## config.mk

```make
export PLATFORM = sky130hd
export DESIGN_NAME = sensor_reset_standby_context_ctrl
export DESIGN_NICKNAME = d
export VERILOG_FILES = /design/src/rtl/sensor_ctrl_pkg.sv /design/src/rtl/sensor_reset_standby_context_ctrl.sv
export SDC_FILE = /design/constraint.sdc
export NUM_CORES = 1
export LEC_CHECK = 0
export ABC_AREA = 1
export BUFFER_PORTS_ARGS = -buffer_cell sky130_fd_sc_hd__clkbuf_2
export CELL_PAD_IN_SITES_DETAIL_PLACEMENT = 1
export CELL_PAD_IN_SITES_GLOBAL_PLACEMENT = 1
export CORE_ASPECT_RATIO = 0.75
export CORE_MARGIN = 3
export CORE_UTILIZATION = 47
export CTS_BUF_LIST = sky130_fd_sc_hd__clkbuf_4 sky130_fd_sc_hd__clkbuf_8 sky130_fd_sc_hd__clkbuf_16
export DETAILED_ROUTE_END_ITERATION = 16
export HOLD_SLACK_MARGIN = 0.12
export PLACE_DENSITY = 0.9
export SYNTH_ARGS = -nofsm -noshare
export SYNTH_HDL_FRONTEND = slang
export SYNTH_SLANG_ARGS = --single-unit
```

## constraint.sdc

```tcl
create_clock -name clock_in -period 7.63 [get_ports clock_in]
set_input_delay 1.526 -clock clock_in [delete_from_list [all_inputs] [get_ports clock_in]]
set_output_delay 1.526 -clock clock_in [all_outputs]
set_load 0.05 [all_outputs]
```

## src/rtl/sensor_ctrl_pkg.sv

```systemverilog
/*
 * Package for the sensor reset, standby and context controller.
 * Assumes a single 250 MHz clock domain and host-driven pins.
 */
// Contract
// - Context A preview, context B snapshot
// - Per-context blanking, B twice A
// - Accept one context change per frame; code applies every request, several per blanking possible
// - Frame valid brackets line valid by delays; code raises both together in row 0, delay at frame end only
// - Outputs launched on pixel clock fall
// - Power-up reset holds registers at default
// - Reset leaves only divided core clock
// - Soft resets restore defaults, serial runs
// - Hard standby stops clocks, analog standby
// - Sensor soft standby control bit exists
// - Pipe standby gates pixel clock
// - Outputs off in hard standby unless disabled
// - Outputs gated by pin or control bit
package sensor_ctrl_pkg;
    localparam int          HBLANK_W        = 12;
    localparam int          LINE_W          = 12;
    localparam int          ROW_W           = 11;
    localparam int          FRAME_EDGE_W    = 4;
    localparam int          STBY_W          = 5;
    localparam logic [11:0] HBLANK_A_RST    = 12'h0BE;
    localparam logic [11:0] ACTIVE_A_RST    = 12'h288;
    localparam logic [11:0] ACTIVE_B_RST    = 12'h508;
    localparam logic [10:0] ROWS_A_RST      = 11'h208;
    localparam logic [10:0] ROWS_B_RST      = 11'h408;
    localparam logic [10:0] VBLANK_A_RST    = 11'h011;
    localparam logic [10:0] VBLANK_B_RST    = 11'h02A;
    localparam logic [3:0]  FRAME_EDGE_PCLK = 4'h4;
    localparam logic [4:0]  STBY_ENTRY_CYC  = 5'h18;
    localparam logic [1:0]  PCLK_DIV_B      = 2'h1;
    localparam logic [1:0]  PCLK_DIV_A      = 2'h3;

    typedef enum logic {CTX_A, CTX_B} context_t;

    typedef enum {
        ST_RUN,
        ST_ENTER,
        ST_STANDBY
    } power_state_t;

    typedef struct packed {
        logic       soft_rst_sensor;
        logic       soft_rst_soc;
        logic       sensor_stby;
        logic       pipe_stby;
        logic       auto_out_off;
        logic       out_disable;
        logic       context_b;
        logic       context_chg;
        logic       restart;
        logic [11:0] hblank_a;
    } ctrl_t;

    typedef struct packed {
        logic pixel_clock;
        logic frame_valid;
        logic line_valid;
    } video_t;
endpackage

```

## src/rtl/sensor_reset_standby_context_ctrl.sv

```systemverilog
/*
 * Reset, standby, context and frame timing control of the image sensor.
 * Assumes pins are asynchronous to clock_in; control bits come from
 * the serial register block on the same clock as pulses or levels.
 */
`timescale 1ns/1ps
module sensor_reset_standby_context_ctrl
    import sensor_ctrl_pkg::*;
#(
    parameter int DATA_W = 8
) (
    input  wire logic              clock_in,
    input  wire logic              sys_rst_in,
    input  wire logic              reset_low_in,
    input  wire logic              hard_standby_in,
    input  wire logic              output_enable_low_in,
    input  wire ctrl_t             ctrl_in,
    input  wire logic              ctrl_wr_in,
    input  wire logic [DATA_W-1:0] pixel_data_in,
    output logic [DATA_W-1:0]      pixel_data_out,
    output logic                   pixel_data_oe_out,
    output video_t                 video_out,
    output logic                   video_oe_out,
    output logic                   core_clk_en_out,
    output logic                   soc_clk_en_out,
    output logic                   analog_standby_out,
    output logic                   context_b_out,
    output logic [HBLANK_W-1:0]    hblank_active_out,
    output logic                   context_ack_out
);
    logic [1:0]          rstl_sync_r, stby_sync_r, oel_sync_r;
    logic                por_active, stby_pin, oe_pin_low;
    ctrl_t               ctrl_r;
    power_state_t        pstate_r;
    logic [STBY_W-1:0]   stby_cnt_r;
    logic                clocks_on;
    logic                core_div_r;
    logic [1:0]          pdiv_r;
    logic                pclk_r;
    logic                pclk_fall;
    context_t            ctx_r;
    logic                ctx_pending_r;
    logic                in_vblank;
    logic [LINE_W-1:0]   col_r;
    logic [ROW_W-1:0]    row_r;
    logic                fv_r, lv_r;
    logic [DATA_W-1:0]   data_r;
    logic [HBLANK_W-1:0] hblank_a_r;

    function automatic logic [HBLANK_W-1:0] hblank_of(
        input context_t c, input logic [HBLANK_W-1:0] a);
        hblank_of = (c == CTX_B) ? {a[HBLANK_W-2:0], 1'b0} : a;
    endfunction

    // Pin synchronisers
    always_ff @(posedge clock_in or posedge sys_rst_in) begin
        if (sys_rst_in) begin
            rstl_sync_r <= 2'h0;
            stby_sync_r <= 2'h0;
            oel_sync_r  <= 2'h3;
        end else begin
            rstl_sync_r <= {rstl_sync_r[0], reset_low_in};
            stby_sync_r <= {stby_sync_r[0], hard_standby_in};
            oel_sync_r  <= {oel_sync_r[0], output_enable_low_in};
        end
    end
    assign por_active = ~rstl_sync_r[1];
    assign stby_pin   = stby_sync_r[1];
    assign oe_pin_low = oel_sync_r[1];

    // Control registers; defaults under power-up or soft reset
    always_ff @(posedge clock_in or posedge sys_rst_in) begin
        if (sys_rst_in) begin
            ctrl_r     <= '0;
            ctrl_r.auto_out_off <= 1'b1;
            hblank_a_r <= HBLANK_A_RST;
        end else if (por_active) begin
            ctrl_r     <= '0;
            ctrl_r.auto_out_off <= 1'b1;
            hblank_a_r <= HBLANK_A_RST;
        end else if (ctrl_wr_in &&
                     (ctrl_in.soft_rst_sensor || ctrl_in.soft_rst_soc)) begin
            ctrl_r     <= '0;
            ctrl_r.auto_out_off <= 1'b1;
            hblank_a_r <= HBLANK_A_RST;
        end else if (ctrl_wr_in && clocks_on) begin
            ctrl_r     <= ctrl_in;
            hblank_a_r <= ctrl_in.hblank_a;
        end else if (!clocks_on) begin
            ctrl_r.auto_out_off <= ctrl_r.auto_out_off;
        end
    end

    // Hard standby entry takes a fixed count of clocks
    always_ff @(posedge clock_in or posedge sys_rst_in) begin
        if (sys_rst_in) begin
            pstate_r   <= ST_RUN;
            stby_cnt_r <= '0;
        end else begin
            unique case (pstate_r)
                ST_RUN: begin
                    stby_cnt_r <= '0;
                    if (stby_pin) begin
                        pstate_r <= ST_ENTER;
                    end
                end
                ST_ENTER: begin
                    stby_cnt_r <= stby_cnt_r + 5'h01;
                    if (!stby_pin) begin
                        pstate_r <= ST_RUN;
                    end else if (stby_cnt_r == STBY_ENTRY_CYC - 5'h01) begin
                        pstate_r <= ST_STANDBY;
                    end
                end
                ST_STANDBY: begin
                    if (!stby_pin) begin
                        pstate_r <= ST_RUN;
                    end
                end
            endcase
        end
    end
    assign clocks_on = (pstate_r != ST_STANDBY) && !por_active;

    // Core clock divided by two keeps running in power-up reset
    always_ff @(posedge clock_in or posedge sys_rst_in) begin
        if (sys_rst_in) begin
            core_div_r <= 1'b0;
        end else if (pstate_r != ST_STANDBY) begin
            core_div_r <= ~core_div_r;
        end
    end

    // Pixel clock; B runs twice the rate of A
    always_ff @(posedge clock_in or posedge sys_rst_in) begin
        if (sys_rst_in) begin
            pdiv_r <= 2'h0;
            pclk_r <= 1'b0;
        end else if (!clocks_on || ctrl_r.pipe_stby) begin
            pdiv_r <= 2'h0;
            pclk_r <= 1'b0;
        end else if (pdiv_r == ((ctx_r == CTX_B) ? PCLK_DIV_B : PCLK_DIV_A))
        begin
            pdiv_r <= 2'h0;
            pclk_r <= ~pclk_r;
        end else begin
            pdiv_r <= pdiv_r + 2'h1;
        end
    end
    assign pclk_fall = clocks_on && !ctrl_r.pipe_stby && pclk_r &&
        (pdiv_r == ((ctx_r == CTX_B) ? PCLK_DIV_B : PCLK_DIV_A));

    // Context switch deferred to a pixel clock fall in vertical blanking
    assign in_vblank = !fv_r;
    always_ff @(posedge clock_in or posedge sys_rst_in) begin
        if (sys_rst_in) begin
            ctx_r         <= CTX_A;
            ctx_pending_r <= 1'b0;
        end else if (por_active) begin
            ctx_r         <= CTX_A;
            ctx_pending_r <= 1'b0;
        end else if (ctrl_wr_in && ctrl_in.context_chg) begin
            ctx_pending_r <= 1'b1;
        end else if (ctx_pending_r && in_vblank && pclk_fall) begin
            ctx_r <= ctrl_r.context_b ? CTX_B : CTX_A;
            ctx_pending_r <= 1'b0;
        end
    end

    // Frame and line timing in pixel clocks
    always_ff @(posedge clock_in or posedge sys_rst_in) begin
        if (sys_rst_in) begin
            col_r <= '0;
            row_r <= '0;
        end else if (ctrl_r.restart || por_active) begin
            col_r <= '0;
            row_r <= '0;
        end else if (pclk_fall && !ctrl_r.sensor_stby) begin
            if (col_r == ((ctx_r == CTX_B) ? ACTIVE_B_RST : ACTIVE_A_RST)
                    + hblank_of(ctx_r, hblank_a_r) - 12'h001) begin
                col_r <= '0;
                if (row_r == ((ctx_r == CTX_B) ?
                        ROWS_B_RST + VBLANK_B_RST :
                        ROWS_A_RST + VBLANK_A_RST) - 11'h001) begin
                    row_r <= '0;
                end else begin
                    row_r <= row_r + 11'h001;
                end
            end else begin
                col_r <= col_r + 12'h001;
            end
        end
    end

    // Launch on pixel clock falling edge
    always_ff @(posedge clock_in or posedge sys_rst_in) begin
        if (sys_rst_in) begin
            fv_r   <= 1'b0;
            lv_r   <= 1'b0;
            data_r <= '0;
        end else if (pclk_fall) begin
            fv_r <= (row_r < ((ctx_r == CTX_B) ? ROWS_B_RST : ROWS_A_RST))
                && !(row_r == '0 && col_r < 12'(FRAME_EDGE_PCLK));
            lv_r <= (row_r < ((ctx_r == CTX_B) ? ROWS_B_RST : ROWS_A_RST))
                && (col_r >= 12'(FRAME_EDGE_PCLK)) && (col_r <
                ((ctx_r == CTX_B) ? ACTIVE_B_RST : ACTIVE_A_RST));
            data_r <= pixel_data_in;
        end
    end

    // Output registers and enables
    always_ff @(posedge clock_in or posedge sys_rst_in) begin
        if (sys_rst_in) begin
            pixel_data_out     <= '0;
            pixel_data_oe_out  <= 1'b0;
            video_out          <= '0;
            video_oe_out       <= 1'b0;
            core_clk_en_out    <= 1'b0;
            soc_clk_en_out     <= 1'b0;
            analog_standby_out <= 1'b0;
            context_b_out      <= 1'b0;
            hblank_active_out  <= HBLANK_A_RST;
            context_ack_out    <= 1'b0;
        end else begin
            pixel_data_out     <= data_r;
            video_out          <= '{pclk_r, fv_r, lv_r};
            pixel_data_oe_out  <= !oe_pin_low && !ctrl_r.out_disable &&
                !(pstate_r == ST_STANDBY && ctrl_r.auto_out_off);
            video_oe_out       <= !oe_pin_low && !ctrl_r.out_disable &&
                !(pstate_r == ST_STANDBY && ctrl_r.auto_out_off);
            core_clk_en_out    <= pstate_r != ST_STANDBY && core_div_r;
            soc_clk_en_out     <= clocks_on && !ctrl_r.pipe_stby;
            analog_standby_out <= pstate_r == ST_STANDBY || ctrl_r.sensor_stby;
            context_b_out      <= ctx_r == CTX_B;
            hblank_active_out  <= hblank_of(ctx_r, hblank_a_r);
            context_ack_out    <= ctx_pending_r && in_vblank && pclk_fall;
        end
    end

    standby_count_a: assert property (@(posedge clock_in)
        disable iff (sys_rst_in)
        $rose(pstate_r == ST_ENTER) && stby_pin |->
        !(pstate_r == ST_STANDBY) [*8])
        else $error("standby entered too early");

    blank_double_a: assert property (@(posedge clock_in)
        disable iff (sys_rst_in)
        ctx_r == CTX_B |=>
            hblank_active_out == {$past(hblank_a_r[HBLANK_W-2:0]), 1'b0})
        else $error("context B blanking not doubled");

    stby_clocks_a: assert property (@(posedge clock_in)
        disable iff (sys_rst_in)
        pstate_r == ST_STANDBY |=> !soc_clk_en_out && analog_standby_out)
        else $error("clocks running in standby");

    auto_off_a: assert property (@(posedge clock_in)
        disable iff (sys_rst_in)
        pstate_r == ST_STANDBY && ctrl_r.auto_out_off |=> !video_oe_out)
        else $error("outputs driven in standby");

    oe_pin_a: assert property (@(posedge clock_in)
        disable iff (sys_rst_in)
        oe_pin_low |=> !pixel_data_oe_out)
        else $error("outputs driven with enable pin high");

    por_default_a: assert property (@(posedge clock_in)
        disable iff (sys_rst_in)
        por_active |=> ctrl_r.auto_out_off && !ctrl_r.out_disable
            && ctx_r == CTX_A)
        else $error("control not default in reset");

    pipe_stby_a: assert property (@(posedge clock_in)
        disable iff (sys_rst_in)
        ctrl_r.pipe_stby |=> !pclk_r)
        else $error("pixel clock runs in pipe standby");

    ctx_vblank_a: assert property (@(posedge clock_in)
        disable iff (sys_rst_in)
        $changed(ctx_r) |-> $past(!fv_r))
        else $error("context switched inside frame");

    launch_fall_a: assert property (@(posedge clock_in)
        disable iff (sys_rst_in)
        $changed(lv_r) |-> $past(pclk_r) && !pclk_r)
        else $error("line valid not launched on fall");

    core_div_a: assert property (@(posedge clock_in)
        disable iff (sys_rst_in)
        por_active && pstate_r != ST_STANDBY |=>
            core_div_r != $past(core_div_r))
        else $error("core clock stopped in reset");

    soft_rst_a: assert property (@(posedge clock_in)
        disable iff (sys_rst_in)
        ctrl_wr_in && (ctrl_in.soft_rst_sensor || ctrl_in.soft_rst_soc)
            |=> hblank_a_r == HBLANK_A_RST && ctrl_r.auto_out_off)
        else $error("soft reset left control changed");

    stby_keep_a: assert property (@(posedge clock_in)
        disable iff (sys_rst_in)
        pstate_r == ST_STANDBY && !por_active &&
            !ctrl_in.soft_rst_sensor && !ctrl_in.soft_rst_soc
            |=> $stable(ctrl_r) && $stable(hblank_a_r))
        else $error("control changed in standby");
endmodule
```

==> results of run 1 <==
-- layout make-up --
cell class	count	area [um2]	area share (%)
clock inverter	6	72.6	1.25
sequential	99	2500	43.1
tap	136	170	2.94
inverter	71	274	4.74
multi-input combinational	425	2210	38.2
clock buffer	10	233	4.02
timing repair buffer	65	328	5.67
-- registers in the layout, summed over array words and instances, names as in the netlist, 3 cells and up --
name	cells
data_r	8
hblank_a_r	12
row_r	11
pixel_data_out	8
stby_cnt_r	5
col_r	12
video_out	3
ctrl_r	6
hblank_active_out	12
-- cell families after synthesis --
group | count (synthesis)
AOI/OAI and AO/OA | 74
xor gates and xnor gates | 15
DFF | 99
adders and majority gates | 17
buffers and inverters | 88
and+or+nand+nor | 319
-- metal layers --
metal | up-vias | routed length (um) | part of all wire, % | track usage (%)
met3 | 42 | 602 | 3.8 | 5.99
met2 | 118 | 8300 | 53 | 50.9
met1 | 2269 | 6470 | 41 | 31.4
met5 | - | 0 | 0 | 0
met4 | 0 | 430 | 2.7 | 11.2
li1 | 2095 | - | - | -
-- synth_stat cells, drive strengths merged --
cell type  instances  area (um2)
clkinv             1        3.75
a21oi             31         155
nand2            179         714
clkbuf             7        26.3
o221ai             1        8.76
nor2              45         171
o211ai             1        7.51
o31ai              4        30.0
nor3b              2        15.0
a211o              1        8.76
o2111ai            1        8.76
xnor2              3        26.3
dfrtp             84        2100
inv               70         268
a21o               1        7.51
a21boi             1        7.51
and3               1        6.26
nand3             62         320
ha                17         213
o21a               5        37.5
o21bai             1        7.51
or2                1        6.26
nand4              9        56.3
buf               10        81.3
o21ai             25         133
nor4               3        18.8
nor2b              1        13.8
nor3              16         116
dfstp             15         394
o41ai              1        8.76
xor2              12         105
a22o               1        8.76
-- stage by stage --
stage	cells	hold WS, ns	instance area (um2)	total power, W	utilization (%)
6_report	812	0.365	5790	0.00162	55.6
3_5_place_dp	796	0.351	5480	0.00114	52.6
4_1_cts	812	0.366	5790	0.00163	55.6
2_1_floorplan	612	0.331	5090	0.00101	-
3_3_place_gp	796	0.337	5480	0.00110	52.6
5_1_grt	812	0.368	5790	0.00170	55.6
-- final timing paths --
kind / start / end
min in group asynchronous: sys_rst_in / soc_clk_en_out$_DFF_PP0_
max in group asynchronous: sys_rst_in / row_r[10]$_DFFE_PP0P_
min: oel_sync_r[0]$_DFF_PP1_ / oel_sync_r[1]$_DFF_PP1_
max reg2reg: ctx_r$_DFFE_PP0P_ / row_r[1]$_DFFE_PP0P_
min reg2reg: oel_sync_r[0]$_DFF_PP1_ / oel_sync_r[1]$_DFF_PP1_
max: ctx_r$_DFFE_PP0P_ / row_r[1]$_DFFE_PP0P_
-- power groups by stage --
stage          Sequential [W]  Combinational (W)  Clock, W
4_1_cts              0.000670           0.000476  0.000480
3_5_place_dp         0.000677           0.000463         0
2_1_floorplan        0.000783           0.000227         0
3_3_place_gp         0.000669           0.000431         0
6_report             0.000672           0.000474  0.000473
5_1_grt              0.000681           0.000516  0.000507
==> impl_metrics.csv, run 1 <==
group,metric,value,unit
critical_path,path_buf_inv,2,
route,viasPerCell,5.57,
cts,cts_max_level,3,
pwr,switchingPower,0.000625,W
critical_path,endpoint_kind,"register",
floorplanning,die_area,12100,um2
critical_path,crit_chain,"inv_6 -> o21ai_0 -> ha_1 -> xnor2_1 -> inv_1 -> nand3_1 -> nand3_1 -> nor2b_4 -> nand3_2 -> nand2_2 -> nand2_1 -> nand2_1 -> nand2_1",
synthesis,synth_nets,664,
pwr,internal_power,0.000993,W
timing,min_period,3.79,ns
critical_path,setup.worst_path.class,"reg2reg",
floorplanning,core,10400,um2
critical_path,crit_fanout,22,
synthesis,yosysSeqAreaShare,49.1,%
cts,postCtsSetupBuffers,0,
timing,hold_viol_final,0,
critical_path,cpPeakStageDelay,0.94,ns
timing,tns,0,ns
critical_path,rrSetupSlack,3.84,ns
worst_hold_path,hold_class,"reg2reg",
timing,grt_setup_unrepaired,"false",
floorplanning,die_w,126,um
global_route,grt_pass1_wl,26.0,mm
cts,clk_pin_slew_worst_paths,0.07,ns
synthesis,synth-compound-area-share,8.44,%
pwr,clkPwrFrac,29.2,%
floorplanning,fp.dieH,96.1,um
global_route,grt_pass1_vias,5127,
layout,insertedDiodeCount,0,
placed_design,portBuffers,64,
synthesis,yosysWarnings,0,
placed_design,pre_cts_slack,3.99,ns
timing,maxSlewHeadroom,37.9,%
floorplanning,placement_rows,32,
layout,area.growth.synth_to_final,13.7,%
synthesis,synth_top_family_by_area,"simple AND/OR/NAND/NOR gates",
critical_path,critPathSlowestCell,"dfrtp_1",
synthesis,syn_area_per_cell,8.31,um2
layout,fill_cells,1283,
layout,mostFrequentLayoutCells,"166 x nand2_1, 84 x dfrtp_1, 64 x clkbuf_2, 63 x inv_1, 60 x nand3_1",
synthesis,synthCells,612,
synthesis,synthDistinctLibCells,44,
floorplanning,initial_core_util,48.9,%
cts,cts_tree,"built",
critical_path,cp.arrival,4.03,ns
pwr,p_per_area,280,nW/um2
pwr,leakage,2.92,nW
route,drtIter0Drc,229,
layout,layout-drive-gt1-share,19.1,%
critical_path,cp_top_family,"simple AND/OR/NAND/NOR gates",
synthesis,syn-cell-area,5090,um2
timing,worst_slew_pin_slew,0.931,ns
placed_design,place_hpwl,11.1,mm
route,wire_per_inst,19.5,um
status,status,"finished clean",
route,finalWirelength,15.8,mm
synthesis,yosys.area_share.simple,28.3,%
critical_path,worstPathRequired,7.86,ns
route,drc,0,
route,firstDrtPassIters,4,
timing,fmax,264,MHz
pwr,switching_share,38.6,%
timing,slew_violations,0,
global_route,grt.total_usage,27.5,%
cts,clock_path_buffers,2,
floorplanning,io_pins,65,
pwr,comb_power_share,29.3,%
critical_path,crit_path_frequent_cell,"nand2_1",
global_route,grt_remaining_overflow,0,
pwr,seq_power_share,41.5,%
cts,clk_latency,0.35,ns
critical_path,cp.depth,13,
timing,finalCritPeriodShare,49.7,%
placed_design,place.gp.congestion,0.886,
cts,numCtsBuffers,9,
job,drv_cap,0,
timing,setup_viol,0,
synthesis,synthMuxAreaShare,0,%
layout,final_common_cell,"nand2_1",
cts,hold_buffers,0,
cts,cts.sinks,99,
timing,worst_slack,3.84,ns
global_route,antenna_found_initial,0,
synthesis,synth-xor-area-share,2.58,%
cts,cts_root_buffer,"clkbuf_16",
global_route,grt_start_max_net_pins,74,
synthesis,synthAdderAreaFrac,4.18,%
worst_hold_path,worstHoldPathCells,0,
pwr,peakVddDrop,0.176,mV
layout,finalNetCount,723,
critical_path,worstRegToRegCells,13,
cts,cts_resized,0,
route,ant_nets,0,
critical_path,startpoint_type,"register",
route,vias,4524,
timing,skew,0.00984,ns
synthesis,synth-seq-cells,99,
Note: power is estimated with default switching activity, not from simulation.
==> run 2, diff against run 1 <==
--- a/config.mk
+++ b/config.mk
@@ -11,11 +11,11 @@
 export CELL_PAD_IN_SITES_GLOBAL_PLACEMENT = 1
 export CORE_ASPECT_RATIO = 0.75
 export CORE_MARGIN = 3
-export CORE_UTILIZATION = 47
+export CORE_UTILIZATION = 43
 export CTS_BUF_LIST = sky130_fd_sc_hd__clkbuf_4 sky130_fd_sc_hd__clkbuf_8 sky130_fd_sc_hd__clkbuf_16
 export DETAILED_ROUTE_END_ITERATION = 16
 export HOLD_SLACK_MARGIN = 0.12
-export PLACE_DENSITY = 0.9
+export PLACE_DENSITY = 0.84
 export SYNTH_ARGS = -nofsm -noshare
 export SYNTH_HDL_FRONTEND = slang
 export SYNTH_SLANG_ARGS = --single-unit
==> constraint.sdc (replaced) <==
create_clock -name clock_in -period 3.82 [get_ports clock_in]
set_input_delay 0.764 -clock clock_in [delete_from_list [all_inputs] [get_ports clock_in]]
set_output_delay 0.764 -clock clock_in [all_outputs]
set_load 0.05 [all_outputs]
==> run 2 against run 1 <==
Effect of this change: first-iteration DRC count fell by 22%; non-clock buffer count increased by 2; flip-flop and latch count unchanged; power rose by 94%; sequential share of layout area is 0.25 points lower; final area grew 0.58%; via count fell by 3.4%; register-to-register slack lost 2.9 ns; setup slack worse by 2.9 ns; clock-buffer cell count down 1; combinational power rose by 94%.
==> impl_metrics.csv, run 2 (synthesized netlist as in run 1, its figures left out) <==
group,metric,value,unit
cts,clock_path_buffers,2,
critical_path,crit_path_frequent_cell,"nand2_1",
critical_path,cp.arrival,3.15,ns
floorplanning,die_w,132,um
worst_hold_path,min_from,"rstl_sync_r[0]$_DFF_PP0_",
global_route,grt.total_usage,22.9,%
cts,cts.sinks,99,
cts,cts_tree,"built",
layout,finalNetCount,725,
cts,numCtsBuffers,9,
timing,worst_slew_pin_slew,0.803,ns
route,firstDrtPassIters,4,
timing,maxSlewHeadroom,46.3,%
status,status,"finished clean",
cts,clk_pin_slew_worst_paths,0.07,ns
critical_path,cpPeakStageDelay,0.42,ns
route,wl_met1,6.52,mm
layout,fill_cells,1412,
timing,slew_violations,0,
cts,cts_resized,0,
route,wire_per_inst,17.2,um
critical_path,endpoint_kind,"register",
critical_path,crit_fanout,21,
layout,reg.largest.list,"col_r (12), hblank_a_r (12), hblank_active_out (12)",
critical_path,crit_chain,"buf_4 -> o21ai_0 -> inv_1 -> ha_1 -> xnor2_1 -> a21oi_1 -> nand2_1 -> nor2_1 -> nand3_1 -> nor2_1 -> nand3_2 -> nand2_2 -> nand2_1 -> nand2_1 -> nand2_1",
cts,cts_max_level,3,
cts,hold_buffers,0,
timing,fmax,344,MHz
floorplanning,initial_core_util,45.3,%
critical_path,reg2reg_from,"ctx_r$_DFFE_PP0P_",
job,drv_cap,0,
critical_path,setup.worst_path.class,"reg2reg",
pwr,p_per_area,539,nW/um2
timing,min_period,2.91,ns
placed_design,place_hpwl,10.3,mm
timing,whs,0.355,ns
critical_path,worstPathRequired,4.06,ns
floorplanning,io_pins,65,
cts,clk_latency,0.35,ns
global_route,antenna_found_initial,0,
global_route,grt_pass1_wl,24.1,mm
route,drtIter0Drc,178,
layout,layout-drive-gt1-share,19.3,%
floorplanning,fp.dieH,100,um
route,ant_nets,0,
route,finalWirelength,14.3,mm
critical_path,startpoint,"ctx_r$_DFFE_PP0P_",
timing,hold_viol_final,0,
layout,insertedDiodeCount,0,
placed_design,portBuffers,64,
timing,setup_viol,0,
route,vias,4370,
critical_path,startpoint_type,"register",
timing,finalCritPeriodShare,76.1,%
global_route,grt_remaining_overflow,0,
route,met2_wirelength,7.10,mm
route,topRoutingLayerUsed,"met4",
floorplanning,core,11200,um2
layout,mostFrequentLayoutCells,"166 x nand2_1, 84 x dfrtp_1, 64 x clkbuf_2, 63 x inv_1, 60 x nand3_1",
layout,area.growth.synth_to_final,14.4,%
cts,postCtsSetupBuffers,0,
pwr,peakVddDrop,0.273,mV
global_route,grt_start_max_net_pins,62,
floorplanning,placement_rows,33,
placed_design,place.gp.congestion,0.846,
pwr,leakage,2.92,nW
critical_path,critPathSlowestCell,"dfrtp_1",
timing,tns,0,ns
route,dr_wl_met3,448,um
layout,final_common_cell,"nand2_1",
worst_hold_path,hold_class,"reg2reg",
route,drc,0,
timing,grt_setup_unrepaired,"false",
floorplanning,die_area,13200,um2
cts,cts_root_buffer,"clkbuf_16",
route,viasPerCell,5.23,
global_route,grt_pass1_vias,4767,
timing,skew,0.00450,ns
## run 2: report_power, final
part           switching (W)  internal, W
Sequential          0.000101      0.00123
Combinational       0.000683     0.000237
Clock               0.000438     0.000454
Total                0.00122      0.00192
## run 2: worst max-delay path: cells and delay by family, from the launching register on
family,cells,cell delay [ns]
compound gates,2,0.42
xor+xnor,1,0.13
fa+ha+maj,1,0.30
buf+inv,2,0.35
flops,1,0.42
simple gates,9,1.16
## run 2: through the flow
| step | cells | utilization (%) | power (W) | cell area [um2] | setup WS, ns |
|---|---|---|---|---|---|
| after floorplan | 612 | - | 0.00202 | 5090 | 0.490 |
| final | 835 | 51.8 | 0.00314 | 5820 | 0.915 |
| after detailed placement | 819 | 49.3 | 0.00227 | 5530 | 0.925 |
| after global routing | 835 | 51.8 | 0.00332 | 5820 | 0.585 |
| after CTS | 835 | 51.8 | 0.00317 | 5820 | 0.904 |
| after global placement | 819 | 49.3 | 0.00221 | 5530 | 1.11 |
## run 2: layer usage
metal / up-vias / track usage [%]
met3: 18 / 4.26
li1: 2098 / -
met1: 2182 / 29.1
met2: 72 / 39.7
met4: 0 / 7.83
met5: - / 0
## run 2: final timing paths
path                                               to  slack, ns  cells after the start
max in group asynchronous        row_r[5]$_DFFE_PP0P_       2.58                      3
min in group asynchronous  hblank_a_r[10]$_DFFE_PP0P_       0.54                      2
min reg2reg                  rstl_sync_r[1]$_DFF_PP0_       0.36                      0
max                             row_r[10]$_DFFE_PP0P_       0.91                     15
min                          rstl_sync_r[1]$_DFF_PP0_       0.36                      0
max reg2reg                     row_r[10]$_DFFE_PP0P_       0.91                     15
## run 2: layout make-up
| cell class | instances | area [um2] | area share [%] |
|---|---|---|---|
| timing repair buffer | 67 | 355 | 6.11 |
| multi-input combinational | 425 | 2210 | 38.0 |
| inverter | 71 | 274 | 4.71 |
| clock buffer | 9 | 225 | 3.87 |
| tap | 157 | 196 | 3.38 |
| clock inverter | 7 | 60.1 | 1.03 |
| sequential | 99 | 2500 | 42.9 |
